--- src/tbcc_fix_note.sv ---
`default_nettype none
`default_nettype wire

--- src/tbcc_pkg.sv ---
`default_nettype none
package tbcc_pkg;
   // Register byte offsets
   localparam logic [7:0] TBCC_OFF_CCEN = 8'h20;
   localparam logic [7:0] TBCC_OFF_CNT = 8'h24;
   localparam logic [7:0] TBCC_OFF_PSC = 8'h28;
   localparam logic [7:0] TBCC_OFF_RLD = 8'h2C;
   localparam logic [7:0] TBCC_OFF_REP = 8'h30;
   // Reset values
   localparam logic [15:0] TBCC_RST_CCEN = 16'h0000;
   localparam logic [15:0] TBCC_RST_CNT = 16'h0000;
   localparam logic [15:0] TBCC_RST_PSC = 16'h0000;
   localparam logic [15:0] TBCC_RST_RLD = 16'hFFFF;
   localparam logic [7:0] TBCC_RST_REP = 8'h00;
   // Channel enable and polarity field layout
   localparam int TBCC_CH_STRIDE = 4;
   localparam int TBCC_BIT_EN = 0;
   localparam int TBCC_BIT_POL = 1;
   localparam int TBCC_BIT_CEN = 2;
   localparam int TBCC_BIT_CPOL = 3;
   localparam int TBCC_NUM_CH = 4;
   localparam int TBCC_NUM_COMP = 3;
   localparam logic [15:0] TBCC_CCEN_USED = 16'h3FFF;
   localparam logic [15:0] TBCC_CCEN_POL = 16'h2AAA;
   localparam logic [1:0] TBCC_PROT_LOCK = 2'h2;
   localparam logic [15:0] TBCC_CNT_STEP = 16'h0001;
   localparam logic [7:0] TBCC_REP_STEP = 8'h01;

   // APB request from the master
   typedef struct packed {
      logic psel;
      logic penable;
      logic pwrite;
      logic [7:0] paddr;
      logic [31:0] pwdata;
   } tbcc_apb_req_s;

   // APB answer to the master
   typedef struct packed {
      logic [31:0] prdata;
      logic pready;
      logic pslverr;
   } tbcc_apb_rsp_s;

   // One channel's enable and polarity bits
   typedef struct packed {
      logic comp_polarity;
      logic comp_enable;
      logic polarity;
      logic enable;
   } tbcc_ch_cfg_s;
endpackage : tbcc_pkg
`default_nettype wire

--- src/tbcc_prescaler.sv ---
`default_nettype none
module tbcc_prescaler (
   input wire logic i_clk,
   input wire logic i_sys_rst,
   input wire logic [15:0] i_prescale_value,
   output logic o_tick
);
   import tbcc_pkg::*;

   typedef struct packed {
      logic [15:0] div;
   } tbcc_psc_st_s;

   tbcc_psc_st_s st;
   tbcc_psc_st_s next_st;

   // One tick every prescale_value plus one clocks
   assign o_tick = (st.div == i_prescale_value);

   // Divider wraps on the tick; a smaller new value wraps at once
   always_comb begin
      next_st = st;
      if (st.div >= i_prescale_value) begin
         next_st.div = '0;
      end else begin
         next_st.div = st.div + TBCC_CNT_STEP;
      end
   end

   always_ff @(posedge i_clk) begin
      if (i_sys_rst) begin
         st <= '0;
      end else begin
         st <= next_st;
      end
   end
endmodule : tbcc_prescaler
`default_nettype wire

--- src/tbcc_channel.sv ---
`default_nettype none
module tbcc_channel #(
   parameter bit HAS_COMP = 1'b1
) (
   input wire logic i_clk,
   input wire logic i_sys_rst,
   input wire tbcc_pkg::tbcc_ch_cfg_s i_cfg,
   input wire logic i_dir_input,
   input wire logic i_input_signal,
   input wire logic [15:0] i_count,
   input wire logic [15:0] i_cmp_value,
   input wire logic i_preload_en,
   input wire logic i_update,
   output logic o_main,
   output logic o_comp,
   output logic [15:0] o_capture,
   output logic o_capture_strobe
);
   import tbcc_pkg::*;

   typedef struct packed {
      logic [15:0] cmp_act;
      logic prev_in;
      logic main;
      logic comp;
      logic [15:0] cap;
      logic cap_stb;
   } tbcc_ch_st_s;

   tbcc_ch_st_s st;
   tbcc_ch_st_s next_st;
   logic [15:0] cmp_eff;
   logic ref_lvl;
   logic sig;

   assign o_main = st.main;
   assign o_comp = st.comp;
   assign o_capture = st.cap;
   assign o_capture_strobe = st.cap_stb;

   // Without preload a new compare value acts at once
   assign cmp_eff = i_preload_en ? st.cmp_act : i_cmp_value;
   assign ref_lvl = (i_count < cmp_eff);
   assign sig = i_input_signal ^ i_cfg.polarity;

   // Output shaping and capture
   always_comb begin
      next_st = st;
      next_st.cap_stb = 1'b0;
      next_st.prev_in = sig;
      if (!i_preload_en || i_update) begin
         next_st.cmp_act = i_cmp_value;
      end
      if (i_dir_input) begin
         next_st.main = 1'b0;
         next_st.comp = 1'b0;
         // Rising edge of the chosen phase, only when enabled
         if (i_cfg.enable && sig && !st.prev_in) begin
            next_st.cap = i_count;
            next_st.cap_stb = 1'b1;
         end
      end else begin
         next_st.main = i_cfg.enable & (ref_lvl ^ i_cfg.polarity);
         next_st.comp = HAS_COMP & i_cfg.comp_enable
                        & (~ref_lvl ^ i_cfg.comp_polarity);
      end
   end

   always_ff @(posedge i_clk) begin
      if (i_sys_rst) begin
         st <= '0;
      end else begin
         st <= next_st;
      end
   end
endmodule : tbcc_channel
`default_nettype wire

--- src/tbcc_timebase.sv ---
// Design decision made here: the APB slave port.
`default_nettype none
// Notes on behaviour
// - For an output channel the enable bit gates the main output.
// - For an input channel the enable bit decides whether capture occurs.
// - For an output channel polarity 0 means high active, 1 low active.
// - For an input channel polarity 1 inverts the trigger and capture input.
// - Polarity bit writes are ignored at protection level 2 or 3.
// - Bit 2 enables the channel 1 complementary output.
// - Bit 3 makes the complementary output low active when set.
// - Channels 2 and 3 repeat the nibble, channel 4 has bits 12-13 only.
// - The counter advances once every prescale value plus one clocks.
// - The counter holds while the reload value is zero; it resets to FFFF.
// - The repeat count drops per period and at zero makes an update.
// - A new repeat value is loaded only at the next update event.
// - The counter value is a 16-bit read-write register reset to zero.
// - With preload a compare value acts at update, otherwise at once.
module tbcc_timebase (
   input wire logic i_clk,
   input wire logic i_sys_rst,
   input wire tbcc_pkg::tbcc_apb_req_s i_apb,
   output tbcc_pkg::tbcc_apb_rsp_s o_apb,
   input wire logic [1:0] i_protect_level,
   input wire logic [3:0] i_ch_dir_input,
   input wire logic [3:0] i_ch_input_signal,
   input wire logic [3:0][15:0] i_cmp_value,
   input wire logic [3:0] i_cmp_preload_en,
   output logic [3:0] o_ch_main_output,
   output logic [2:0] o_ch_comp_output,
   output logic [3:0][15:0] o_capture_value,
   output logic [3:0] o_capture_strobe,
   output logic o_update_event,
   output logic [15:0] o_counter_value
);
   import tbcc_pkg::*;

   typedef struct packed {
      logic [15:0] ccen;
      logic [15:0] cnt;
      logic [15:0] prescale_value;
      logic [15:0] psc_act;
      logic [15:0] rld;
      logic [7:0] rep;
      logic [7:0] rep_act;
      logic upd;
      tbcc_apb_rsp_s rsp;
   } tbcc_top_st_s;

   tbcc_top_st_s st;
   tbcc_top_st_s next_st;
   logic tick;
   logic period;
   logic upd_now;
   logic access;
   logic wr;
   logic hit;
   logic [15:0] rd_val;
   logic [15:0] pol_keep;
   logic [3:0] comp_w;

   assign o_apb = st.rsp;
   assign o_update_event = st.upd;
   assign o_counter_value = st.cnt;
   assign o_ch_comp_output = comp_w[TBCC_NUM_COMP-1:0];

   // Prescaler runs from the shadow value so a period ends at the old rate
   tbcc_prescaler u_prescaler (
      .i_clk(i_clk),
      .i_sys_rst(i_sys_rst),
      .i_prescale_value(st.psc_act),
      .o_tick(tick)
   );

   // One channel per nibble; channel 4 has no complementary pair
   for (genvar i = 0; i < TBCC_NUM_CH; i++) begin : g_ch
      tbcc_channel #(
         .HAS_COMP(i < TBCC_NUM_COMP)
      ) u_ch (
         .i_clk(i_clk),
         .i_sys_rst(i_sys_rst),
         .i_cfg(st.ccen[i*TBCC_CH_STRIDE +: TBCC_CH_STRIDE]),
         .i_dir_input(i_ch_dir_input[i]),
         .i_input_signal(i_ch_input_signal[i]),
         .i_count(st.cnt),
         .i_cmp_value(i_cmp_value[i]),
         .i_preload_en(i_cmp_preload_en[i]),
         .i_update(st.upd),
         .o_main(o_ch_main_output[i]),
         .o_comp(comp_w[i]),
         .o_capture(o_capture_value[i]),
         .o_capture_strobe(o_capture_strobe[i])
      );
   end

   // APB handshake: one wait state, write lands at the pready edge
   assign access = i_apb.psel & i_apb.penable;
   assign wr = access & st.rsp.pready & i_apb.pwrite;

   // Counter period and update detection
   always_comb begin
      period = 1'b0;
      if (tick && st.rld != '0 && st.cnt >= st.rld) begin
         period = 1'b1;
      end
      upd_now = period && (st.rep_act == '0);
   end

   // Polarity bits stay put while the protection level locks them
   always_comb begin
      if (i_protect_level >= TBCC_PROT_LOCK) begin
         pol_keep = TBCC_CCEN_POL;
      end else begin
         pol_keep = '0;
      end
   end

   // Read multiplexer and address decode
   always_comb begin
      hit = 1'b1;
      rd_val = '0;
      if (i_apb.paddr == TBCC_OFF_CCEN) begin
         rd_val = st.ccen;
      end else if (i_apb.paddr == TBCC_OFF_CNT) begin
         rd_val = st.cnt;
      end else if (i_apb.paddr == TBCC_OFF_PSC) begin
         rd_val = st.prescale_value;
      end else if (i_apb.paddr == TBCC_OFF_RLD) begin
         rd_val = st.rld;
      end else if (i_apb.paddr == TBCC_OFF_REP) begin
         rd_val = {8'h00, st.rep};
      end else begin
         hit = 1'b0;
      end
   end

   // Next state of counter, repetition, shadows and bus answer
   always_comb begin
      next_st = st;
      next_st.upd = upd_now;
      // Zero reload stops counting; a software write can still set the count
      if (tick && st.rld != '0) begin
         if (period) begin
            next_st.cnt = '0;
         end else begin
            next_st.cnt = st.cnt + TBCC_CNT_STEP;
         end
      end
      if (period) begin
         if (upd_now) begin
            next_st.rep_act = st.rep;
            next_st.psc_act = st.prescale_value;
         end else begin
            next_st.rep_act = st.rep_act - TBCC_REP_STEP;
         end
      end
      // Answer is registered so pready comes from a flop
      next_st.rsp.pready = access & ~st.rsp.pready;
      next_st.rsp.pslverr = access & ~st.rsp.pready & ~hit;
      if (access && !st.rsp.pready && !i_apb.pwrite) begin
         next_st.rsp.prdata = {16'h0000, rd_val};
      end else if (!access) begin
         next_st.rsp.prdata = '0;
      end
      // Software writes win over counting in the same cycle
      if (wr) begin
         if (i_apb.paddr == TBCC_OFF_CCEN) begin
            next_st.ccen = ((i_apb.pwdata[15:0] & ~pol_keep)
                            | (st.ccen & pol_keep)) & TBCC_CCEN_USED;
         end else if (i_apb.paddr == TBCC_OFF_CNT) begin
            next_st.cnt = i_apb.pwdata[15:0];
         end else if (i_apb.paddr == TBCC_OFF_PSC) begin
            next_st.prescale_value = i_apb.pwdata[15:0];
         end else if (i_apb.paddr == TBCC_OFF_RLD) begin
            next_st.rld = i_apb.pwdata[15:0];
         end else if (i_apb.paddr == TBCC_OFF_REP) begin
            next_st.rep = i_apb.pwdata[7:0];
         end
      end
   end

   always_ff @(posedge i_clk) begin
      if (i_sys_rst) begin
         st.ccen <= TBCC_RST_CCEN;
         st.cnt <= TBCC_RST_CNT;
         st.prescale_value <= TBCC_RST_PSC;
         st.psc_act <= TBCC_RST_PSC;
         st.rld <= TBCC_RST_RLD;
         st.rep <= TBCC_RST_REP;
         st.rep_act <= TBCC_RST_REP;
         st.upd <= 1'b0;
         st.rsp <= '0;
      end else begin
         st <= next_st;
      end
   end
endmodule : tbcc_timebase
`default_nettype wire

--- config.mk ---
export PLATFORM = sky130hd
export DESIGN_NAME = tbcc_timebase
export DESIGN_NICKNAME = d
export VERILOG_FILES = /design/src/tbcc_fix_note.sv /design/src/tbcc_pkg.sv /design/src/tbcc_prescaler.sv /design/src/tbcc_channel.sv /design/src/tbcc_timebase.sv
export SDC_FILE = /design/constraint.sdc
export NUM_CORES = 1
export LEC_CHECK = 0
export ABC_AREA = 1
export BUFFER_PORTS_ARGS = -buffer_cell sky130_fd_sc_hd__buf_4
export CAP_MARGIN = 20
export CORE_UTILIZATION = 39
export DETAILED_ROUTE_END_ITERATION = 8
export GPL_ROUTABILITY_DRIVEN = 0
export HOLD_SLACK_MARGIN = 0.1
export MAX_ROUTING_LAYER = met4
export REMOVE_ABC_BUFFERS = 1
export SLEW_MARGIN = 20
export SYNTH_ARGS = -nofsm -noshare
export SYNTH_HDL_FRONTEND = slang
export SYNTH_HIERARCHICAL = 1
export SYNTH_SLANG_ARGS = --single-unit
--- constraint.sdc ---
create_clock -name i_clk -period 4.8 [get_ports i_clk]
set_input_delay 0.72 -clock i_clk [delete_from_list [all_inputs] [get_ports i_clk]]
set_output_delay 0.72 -clock i_clk [all_outputs]
set_load 0.05 [all_outputs]
Yosys cells after proc, flatten, opt, wreduce, memory -nomap -nowiden
Index checks and enable logic that the tools add are counted.

cells by class
  eq/ne operators = 7
  bitwise gates (word level) = 40
  add/sub/neg operators = 3
  muxes and demuxes = 30
  reduce and logical (&&, ||, !) cells = 47
  order comparisons = 7

operator list
  operator               count
  $mux 16                15
  $lt 16x16->1           4
  $mux 32                2
  $eq 8x6->1 const B     5
  $add 16x1->16 const B  2
  $ge 16x16->1           2
  $and 14x14->14         2
  $reduce_or 2->1        9
  $eq 16x16->1           1
  $mux 8                 2
  $reduce_bool 16->1     1
  $mux 14                1
  $not 14->14            1
  $or 14x14->14          1
  $logic_and 1x1->1      13
  $not 1->1              13
  $and 1x1->1            12
  $reduce_and 2->1       6
  $xor 1x1->1            11
  $logic_not 1->1        10
  $mux 1                 10
  $logic_not 8->1        1
  $sub 8x1->8 const B    1
  $reduce_and 6->1       1
  other kinds (5)        8

storage, ports and cells
  output and inout bits = 126
  input bits = 123
  flip-flop bits (word level) = 272
  logic and storage cells = 169

Longest topological paths before layout
Gate-level depths: netlist of the first run.

  word-level depth = 9
  gate-level depth with buffers = 16
  mapped depth without buffers = 16

Hierarchy
Netlist of the first run, hierarchy kept.

modules (own cells, without submodules)
  module                           times used  cells each  area an instance (µm²)  sequential area each (µm²)
  tbcc_timebase                    1           853         6007.0                  2262.2
  tbcc_channel (g_ch[1].u_ch ...)  2           264         1941.9                  720.7
  tbcc_channel (g_ch[0].u_ch)      1           265         1945.6                  720.7
  tbcc_channel (g_ch[3].u_ch)      1           258         1906.8                  700.7
  tbcc_prescaler                   1           185         1238.7                  320.3

Least setup slack after synthesis of the first run
OpenSTA, ideal clock, no wires.

  kind = input to register
  start = input i_cmp_preload_en[0]
  end = register g_ch[0].u_ch.st (netlist bit g_ch[0].u_ch/o_comp)
  slack = 2.556 ns
  cell stages on the path = 14
  data required time = 4.736 ns
  setup time = 0.064 ns
  buffers on the path = 1
  arrival = 2.180 ns
  path through = inv_1 > clkbuf_1 > nand2_1 > o21ai_0 > ha_1 > a21oi_1 > nor2_1 > a211oi_1 > nand2_1 > nand2_1 > nand2_1 > nand2_1 > nand2_1 > nor2_1

between the ends
  word-level cells in the longest chain between the ends = 5

ends and longest elaborated chain
  item                  RTL line             RTL
  from (decl)           tbcc_timebase.sv:27  input wire logic [3:0] i_cmp_preload_en,
  $mux 16               tbcc_channel.sv:42   assign cmp_eff = i_preload_en ? st.cmp_act : i_cmp_value;
  $lt 16x16->1          tbcc_channel.sv:43   assign ref_lvl = (i_count < cmp_eff);
  $not 1->1             tbcc_channel.sv:65   & (~ref_lvl ^ i_cfg.comp_polarity);
  $xor 1x1->1           tbcc_channel.sv:65
  $and 1x1->1           tbcc_channel.sv:65
  to (signal assigned)  tbcc_channel.sv:73   st <= next_st;
  to (decl)             tbcc_channel.sv:30   tbcc_ch_st_s st;

Every way passes these cells.
A chain may end at the register's enable or synchronous reset.

==> results of run 1 <==
-- worst paths after layout --
path | start | to | slack [ns] | depth (start not counted)
max reg2reg | st[82]$_SDFFE_PP0P_ | st[35]$_SDFFE_PP0N_ | 1.26 | 13
min | i_cmp_value[19] | g_ch[1].u_ch/st[23]$_SDFFE_PP0P_ | 0.46 | 3
max | st[82]$_SDFFE_PP0P_ | st[35]$_SDFFE_PP0N_ | 1.26 | 13
min reg2reg | st[73]$_SDFFE_PP0P_ | st[73]$_SDFFE_PP0P_ | 0.47 | 2
-- cell type report --
type | count | area, um2
clock buffer | 48 | 985
sequential | 272 | 5450
multi-input combinational | 1382 | 7360
antenna | 2 | 5.00
fill | 3762 | 20500
inverter | 247 | 937
clock inverter | 11 | 144
timing repair buffer | 236 | 1770
tap | 511 | 639
-- critical path: cells and delay by family, from the launching register on --
family / cells / cell delay, ns
buf+inv: 3 / 0.87
flops: 1 / 0.33
simple gates: 8 / 1.83
fa+ha+maj: 1 / 0.28
compound gates: 1 / 0.05
-- cell usage in the layout, fill, tap and decap left out, types with 5 or more instances in the layout --
cell and n:
nor2_2 43, inv_2 7, xor2_1 13, a21oi_1 219, nor3_1 16, o21ai_1 39, ha_1 95, inv_1 236
o221ai_1 7, nand3_1 63, a31oi_1 6, nor2_4 5, clkbuf_16 35, dfxtp_1 272, clkbuf_1 7, nor2_1 197
nand2_1 353, o211ai_1 16, clkbuf_8 6, conb_1 16, o21ai_0 234, buf_4 236, xnor2_1 8, nand4_1 22
-- registers in the layout, indices dropped and copies added, names as in the netlist, named ones only --
register and count:
o_counter_value 16, o_update_event 1, st 71, g_ch.u_ch/o_comp 3, g_ch.u_ch/o_capture_strobe 4, o_apb 18
u_prescaler/st 16, g_ch.u_ch/o_main 4, g_ch.u_ch/o_capture 64, g_ch.u_ch/st 68
-- metrics by stage --
stage	hold slack, ns	utilization	std cells	worst slack (ns)
after global placement	0.451	0.428	2648	1.32
after CTS	0.440	0.458	2707	1.23
after detailed placement	0.453	0.428	2648	1.24
after floorplan	0.427	-	1901	2.10
final	0.457	0.458	2709	1.26
after global routing	0.449	0.458	2709	0.889
-- per-layer routing --
layer / track usage / vias to the layer above / part of all wire
met5: - / - / 0
met4: 0.0617 / 0 / 0.023
met1: 0.291 / 6281 / 0.45
met3: 0.0446 / 66 / 0.065
li1: - / 6854 / -
met2: 0.366 / 361 / 0.46
-- power groups by stage --
stage	Combinational (mW)	Sequential (mW)	Clock (mW)
detailed placement	0.407	2.37	0
global route	0.457	2.32	2.74
finish	0.408	2.32	2.60
CTS	0.409	2.32	2.65
global placement	0.397	2.37	0
floorplan	0.226	2.38	0
==> run metrics, run 1 <==
status=complete, no violations; final setup vio count=0; WL final=43.4 mm; vias in the first global route=12600; Sink Count=272; crit path launch type=flip-flop; CP peak stage delay=0.60 ns; CP required=5.16 ns; Post-DRT Antenna Nets=0; Hold Path Class=in2reg; Fin Clk Skew=0.0173 ns; CTS resizes=0; Worst Tran Pin Value=0.976 ns; CP max-delay cell=nand2_1; Pint=4.04 mW; grt ovf=0; cells after synthesis=2087; fin crit period=3.54 ns; Global Route Usage Sum=0.228; Comb power frac=0.077; cell area after layout=17300 um2; clk root buf=clkbuf_16; first-pass GRT wire length=68.0 mm; Hold-fix buffers, CTS=0; drt pass-1 iters=7; fin crit share=0.738; input/output buffers=215; dpl hpwl=30.8 mm; CP dominant cell by count=nand2_1; Leak=8.39 nW; Area Growth Syn to Fin=15.4%; Ports=249; number of nets in the layout=2391; Fin Setup TNS=0 ns; Core ar.=37800 um2; largest net degree at the start of global routing=58; Sw Pwr=1.28 mW; Max VDD drop=240 uV; critical-path cell list=inv_1 -> ha_1 -> nand2_1 -> nor2_2 -> nand4_1 -> nor2_1 -> nand2_1 -> inv_2 -> nand2_1 -> inv_2 -> nand2_1 -> nand2_1 -> a21oi_1; Wirelength per Cell=16.0 um; drt via density=5.01; Post-route DRC=0; Clock Path Buffers=3; clock slew at reported path FFs=0.06 ns; Clk pwr share=0.488; height of the die=198 um; share of cells above drive strength 1=0.167; initial core utilization=0.397; Worst Setup End Kind=flip-flop; die width=198 um; DIE AREA=39200 um2; relative slew slack=0.350; DRT iter0 DRCs=900; Sw Share=0.241; initial antenna violation count=2; critical path type=reg2reg; number of max-cap violations=0; Syn Area/Cell=7.17 um2; Power Density=308 nW/um2; H-tree depth=2; synth warn=6; Syn Std Cell Area=15000 um2; Placement Cell Area=16100 um2; Vias=13600; RSZ-0062 raised after global routing=false; number of CTS-inserted buffers=34; num rows=71; fmax=282 MHz; Slew Viols, Final=0; Worst-Skew Late Latency=0.52 ns; sequential fraction of design power=0.436; Setup Buffers After CTS=0; final hold vios=0; Crit Path Max Fanout=23; total power=5.32 mW; CTS tree=done; CP arrival=3.90 ns
(Power assumes the default switching activity.)
==> inputs of run 2 (changes only) <==
==> constraint.sdc (replaced) <==
create_clock -name i_clk -period 3.4 [get_ports i_clk]
set_input_delay 0.51 -clock i_clk [delete_from_list [all_inputs] [get_ports i_clk]]
set_output_delay 0.51 -clock i_clk [all_outputs]
set_load 0.05 [all_outputs]
==> run 2 against run 1 <==
Clock skew fell by 0.0073 ns. Register-to-register slack got worse by 0.47 ns. Largest power group is now sequential cells. Clock power rose by 26%. Sequential share of layout area rose by 0.12 points. Power rose by 34%. Combinational power rose by 43%. Critical path type unchanged. Sequential power rose by 41%. Fmax rose by 36%. Clock-buffer cell count did not move. Hold slack got worse by 0.26 ns. Setup slack got worse by 0.47 ns.
==> run metrics, run 2 (synthesized netlist as in run 1, its figures left out) <==
Hold-fix buffers, CTS=0 (unchanged); Hold Path Class=in2reg; CTS tree=done; H-tree depth=1 (-1); grt ovf=0 (unchanged); M1 WL=19.6 mm (+0.22%); clock slew at reported path FFs=0.06 ns (about the same); die width=198 um (unchanged); max FFs per register=71 (unchanged); Vias=13600 (+0.21%); critical path type=reg2reg; CP max-delay cell=nor2_1; Worst Setup End Kind=flip-flop; CP delay by family, top=simple AND/OR/NAND/NOR gates; CP dominant cell by count=nand2_1; critical-path cell list=ha_1 -> nand2_1 -> nor2_1 -> nand2_1 -> nor2_1 -> nand2_1 -> inv_2 -> nand2_1 -> inv_2 -> nand3_1 -> a21oi_1; Setup Buffers After CTS=0 (unchanged); Fin Hold WS=0.192 ns (-0.264 ns); Sink Count=272 (unchanged); Fin Clk Skew=0.00994 ns (-0.00734 ns); initial core utilization=0.397 (unchanged); number of max-cap violations=0 (unchanged); DRT iter0 DRCs=870 (-3.3%); Leak=8.37 nW (-0.28%); initial antenna violation count=3 (+1); fmax=383 MHz (+36%); DIE AREA=39200 um2 (unchanged); Top reg by flops=st; final setup vio count=0 (unchanged); input/output buffers=215 (unchanged); Area Growth Syn to Fin=15.0%; height of the die=198 um (unchanged); fin crit period=2.61 ns (-0.928 ns); Core ar.=37800 um2 (unchanged); number of CTS-inserted buffers=31 (-8.8%); dpl hpwl=31.5 mm (+2.1%); Ports=249 (unchanged); Worst-Skew Late Latency=0.57 ns (+0.05 ns); met2 wire length=20.1 mm (+0.37%); Global Route Usage Sum=0.228 (+0.000240); RSZ-0062 raised after global routing=false; CTS resizes=0 (unchanged); most frequent cells in the layout=353 x nand2_1, 272 x dfxtp_1, 247 x buf_4; FF+latch area=5450 um2 (unchanged); number of nets in the layout=2399 (+0.33%); largest net degree at the start of global routing=54 (-6.9%); Crit Path Max Fanout=18 (-22%); Slew Viols, Final=0 (unchanged); Post-route DRC=0 (unchanged); Power Density=414 nW/um2 (+34%); final hold vios=0 (unchanged); most common cell after layout, fill and taps aside=nand2_1; fillcell total=3799 (+0.98%); num rows=71 (unchanged); vias in the first global route=12800 (+2.0%); drt via density=5.01 (about the same); relative slew slack=0.343 (-0.00626); CP peak stage delay=0.40 ns (-0.20 ns); first-pass GRT wire length=68.5 mm (+0.81%); CP arrival=3.10 ns (-0.80 ns); Max VDD drop=409 uV (+71%); WL final=43.7 mm (+0.64%); clk root buf=clkbuf_16; Post-DRT Antenna Nets=0 (unchanged); Top Layer Used=met4; Wirelength per Cell=16.1 um (+0.49%); Clock Path Buffers=3 (unchanged); CP required=3.89 ns (-1.27 ns); CP Buf/Inv Count=2 (-1); Worst Tran Pin Value=0.985 ns (+0.00939 ns); drt pass-1 iters=5 (-2); status=complete, no violations; Fin Setup TNS=0 ns (unchanged); area of the multi-input gates=7350 um2 (about the same); crit path launch type=flip-flop; share of cells above drive strength 1=0.167 (+0.000682); Met3 Routed Length=2.65 mm (-5.5%); fin crit share=0.768 (+0.0307)
## run 2: path summary, 6_finish.rpt
kind | from | to | slack [ns] | depth (start not counted)
max | u_prescaler/st[7]$_SDFF_PP0_ | st[79]$_SDFFE_PP0P_ | 0.79 | 11
min reg2reg | st[121]$_SDFFE_PP0P_ | g_ch[1].u_ch/o_comp$_SDFF_PP0_ | 0.46 | 2
min | i_cmp_value[7] | g_ch[0].u_ch/st[27]$_SDFFE_PP0P_ | 0.19 | 3
max reg2reg | u_prescaler/st[7]$_SDFF_PP0_ | st[79]$_SDFFE_PP0P_ | 0.79 | 11
## run 2: worst reg2reg max path: stages, from the launching register on
cell and delay, ns:
dfxtp_1 0.37, ha_1 0.32, nand2_1 0.07, nor2_1 0.14, nand2_1 0.10, nor2_1 0.40, nand2_1 0.17, inv_2 0.23
nand2_1 0.16, inv_2 0.30, nand3_1 0.12, a21oi_1 0.15
## run 2: layout make-up
cell class                      count  area share
Tap cell                          511      0.0371
Antenna cell                        3    0.000436
Clock inverter                      3     0.00269
Timing Repair Buffer              247       0.108
Multi-Input combinational cell   1382       0.427
Sequential cell                   272       0.316
Inverter                          247      0.0544
Clock buffer                       48      0.0546
## run 2: layer usage
| metal | vias to the layer above | track usage |
|---|---|---|
| li1 | 6875 | - |
| met1 | 6230 | 0.289 |
| met2 | 397 | 0.369 |
| met3 | 88 | 0.0368 |
| met4 | 0 | 0.0746 |
| met5 | - | - |
## run 2: where the power goes
group	internal [mW]	switching (mW)
Combinational	0.208	0.376
Sequential	3.25	0.0244
Clock	1.94	1.33
Total	5.40	1.73
## run 2: stage by stage
| step | utilization | setup WS (ns) | total power, mW | cells | cell area [um2] |
|---|---|---|---|---|---|
| CTS | 0.456 | 0.757 | 7.21 | 2710 | 17200 |
| detailed placement | 0.430 | 0.678 | 3.92 | 2659 | 16200 |
| global placement | 0.430 | 0.724 | 3.91 | 2659 | 16200 |
| floorplan | - | 0.704 | 3.68 | 1901 | 13700 |
| global route | 0.456 | 0.551 | 7.39 | 2713 | 17200 |
| finish | 0.456 | 0.788 | 7.13 | 2713 | 17200 |
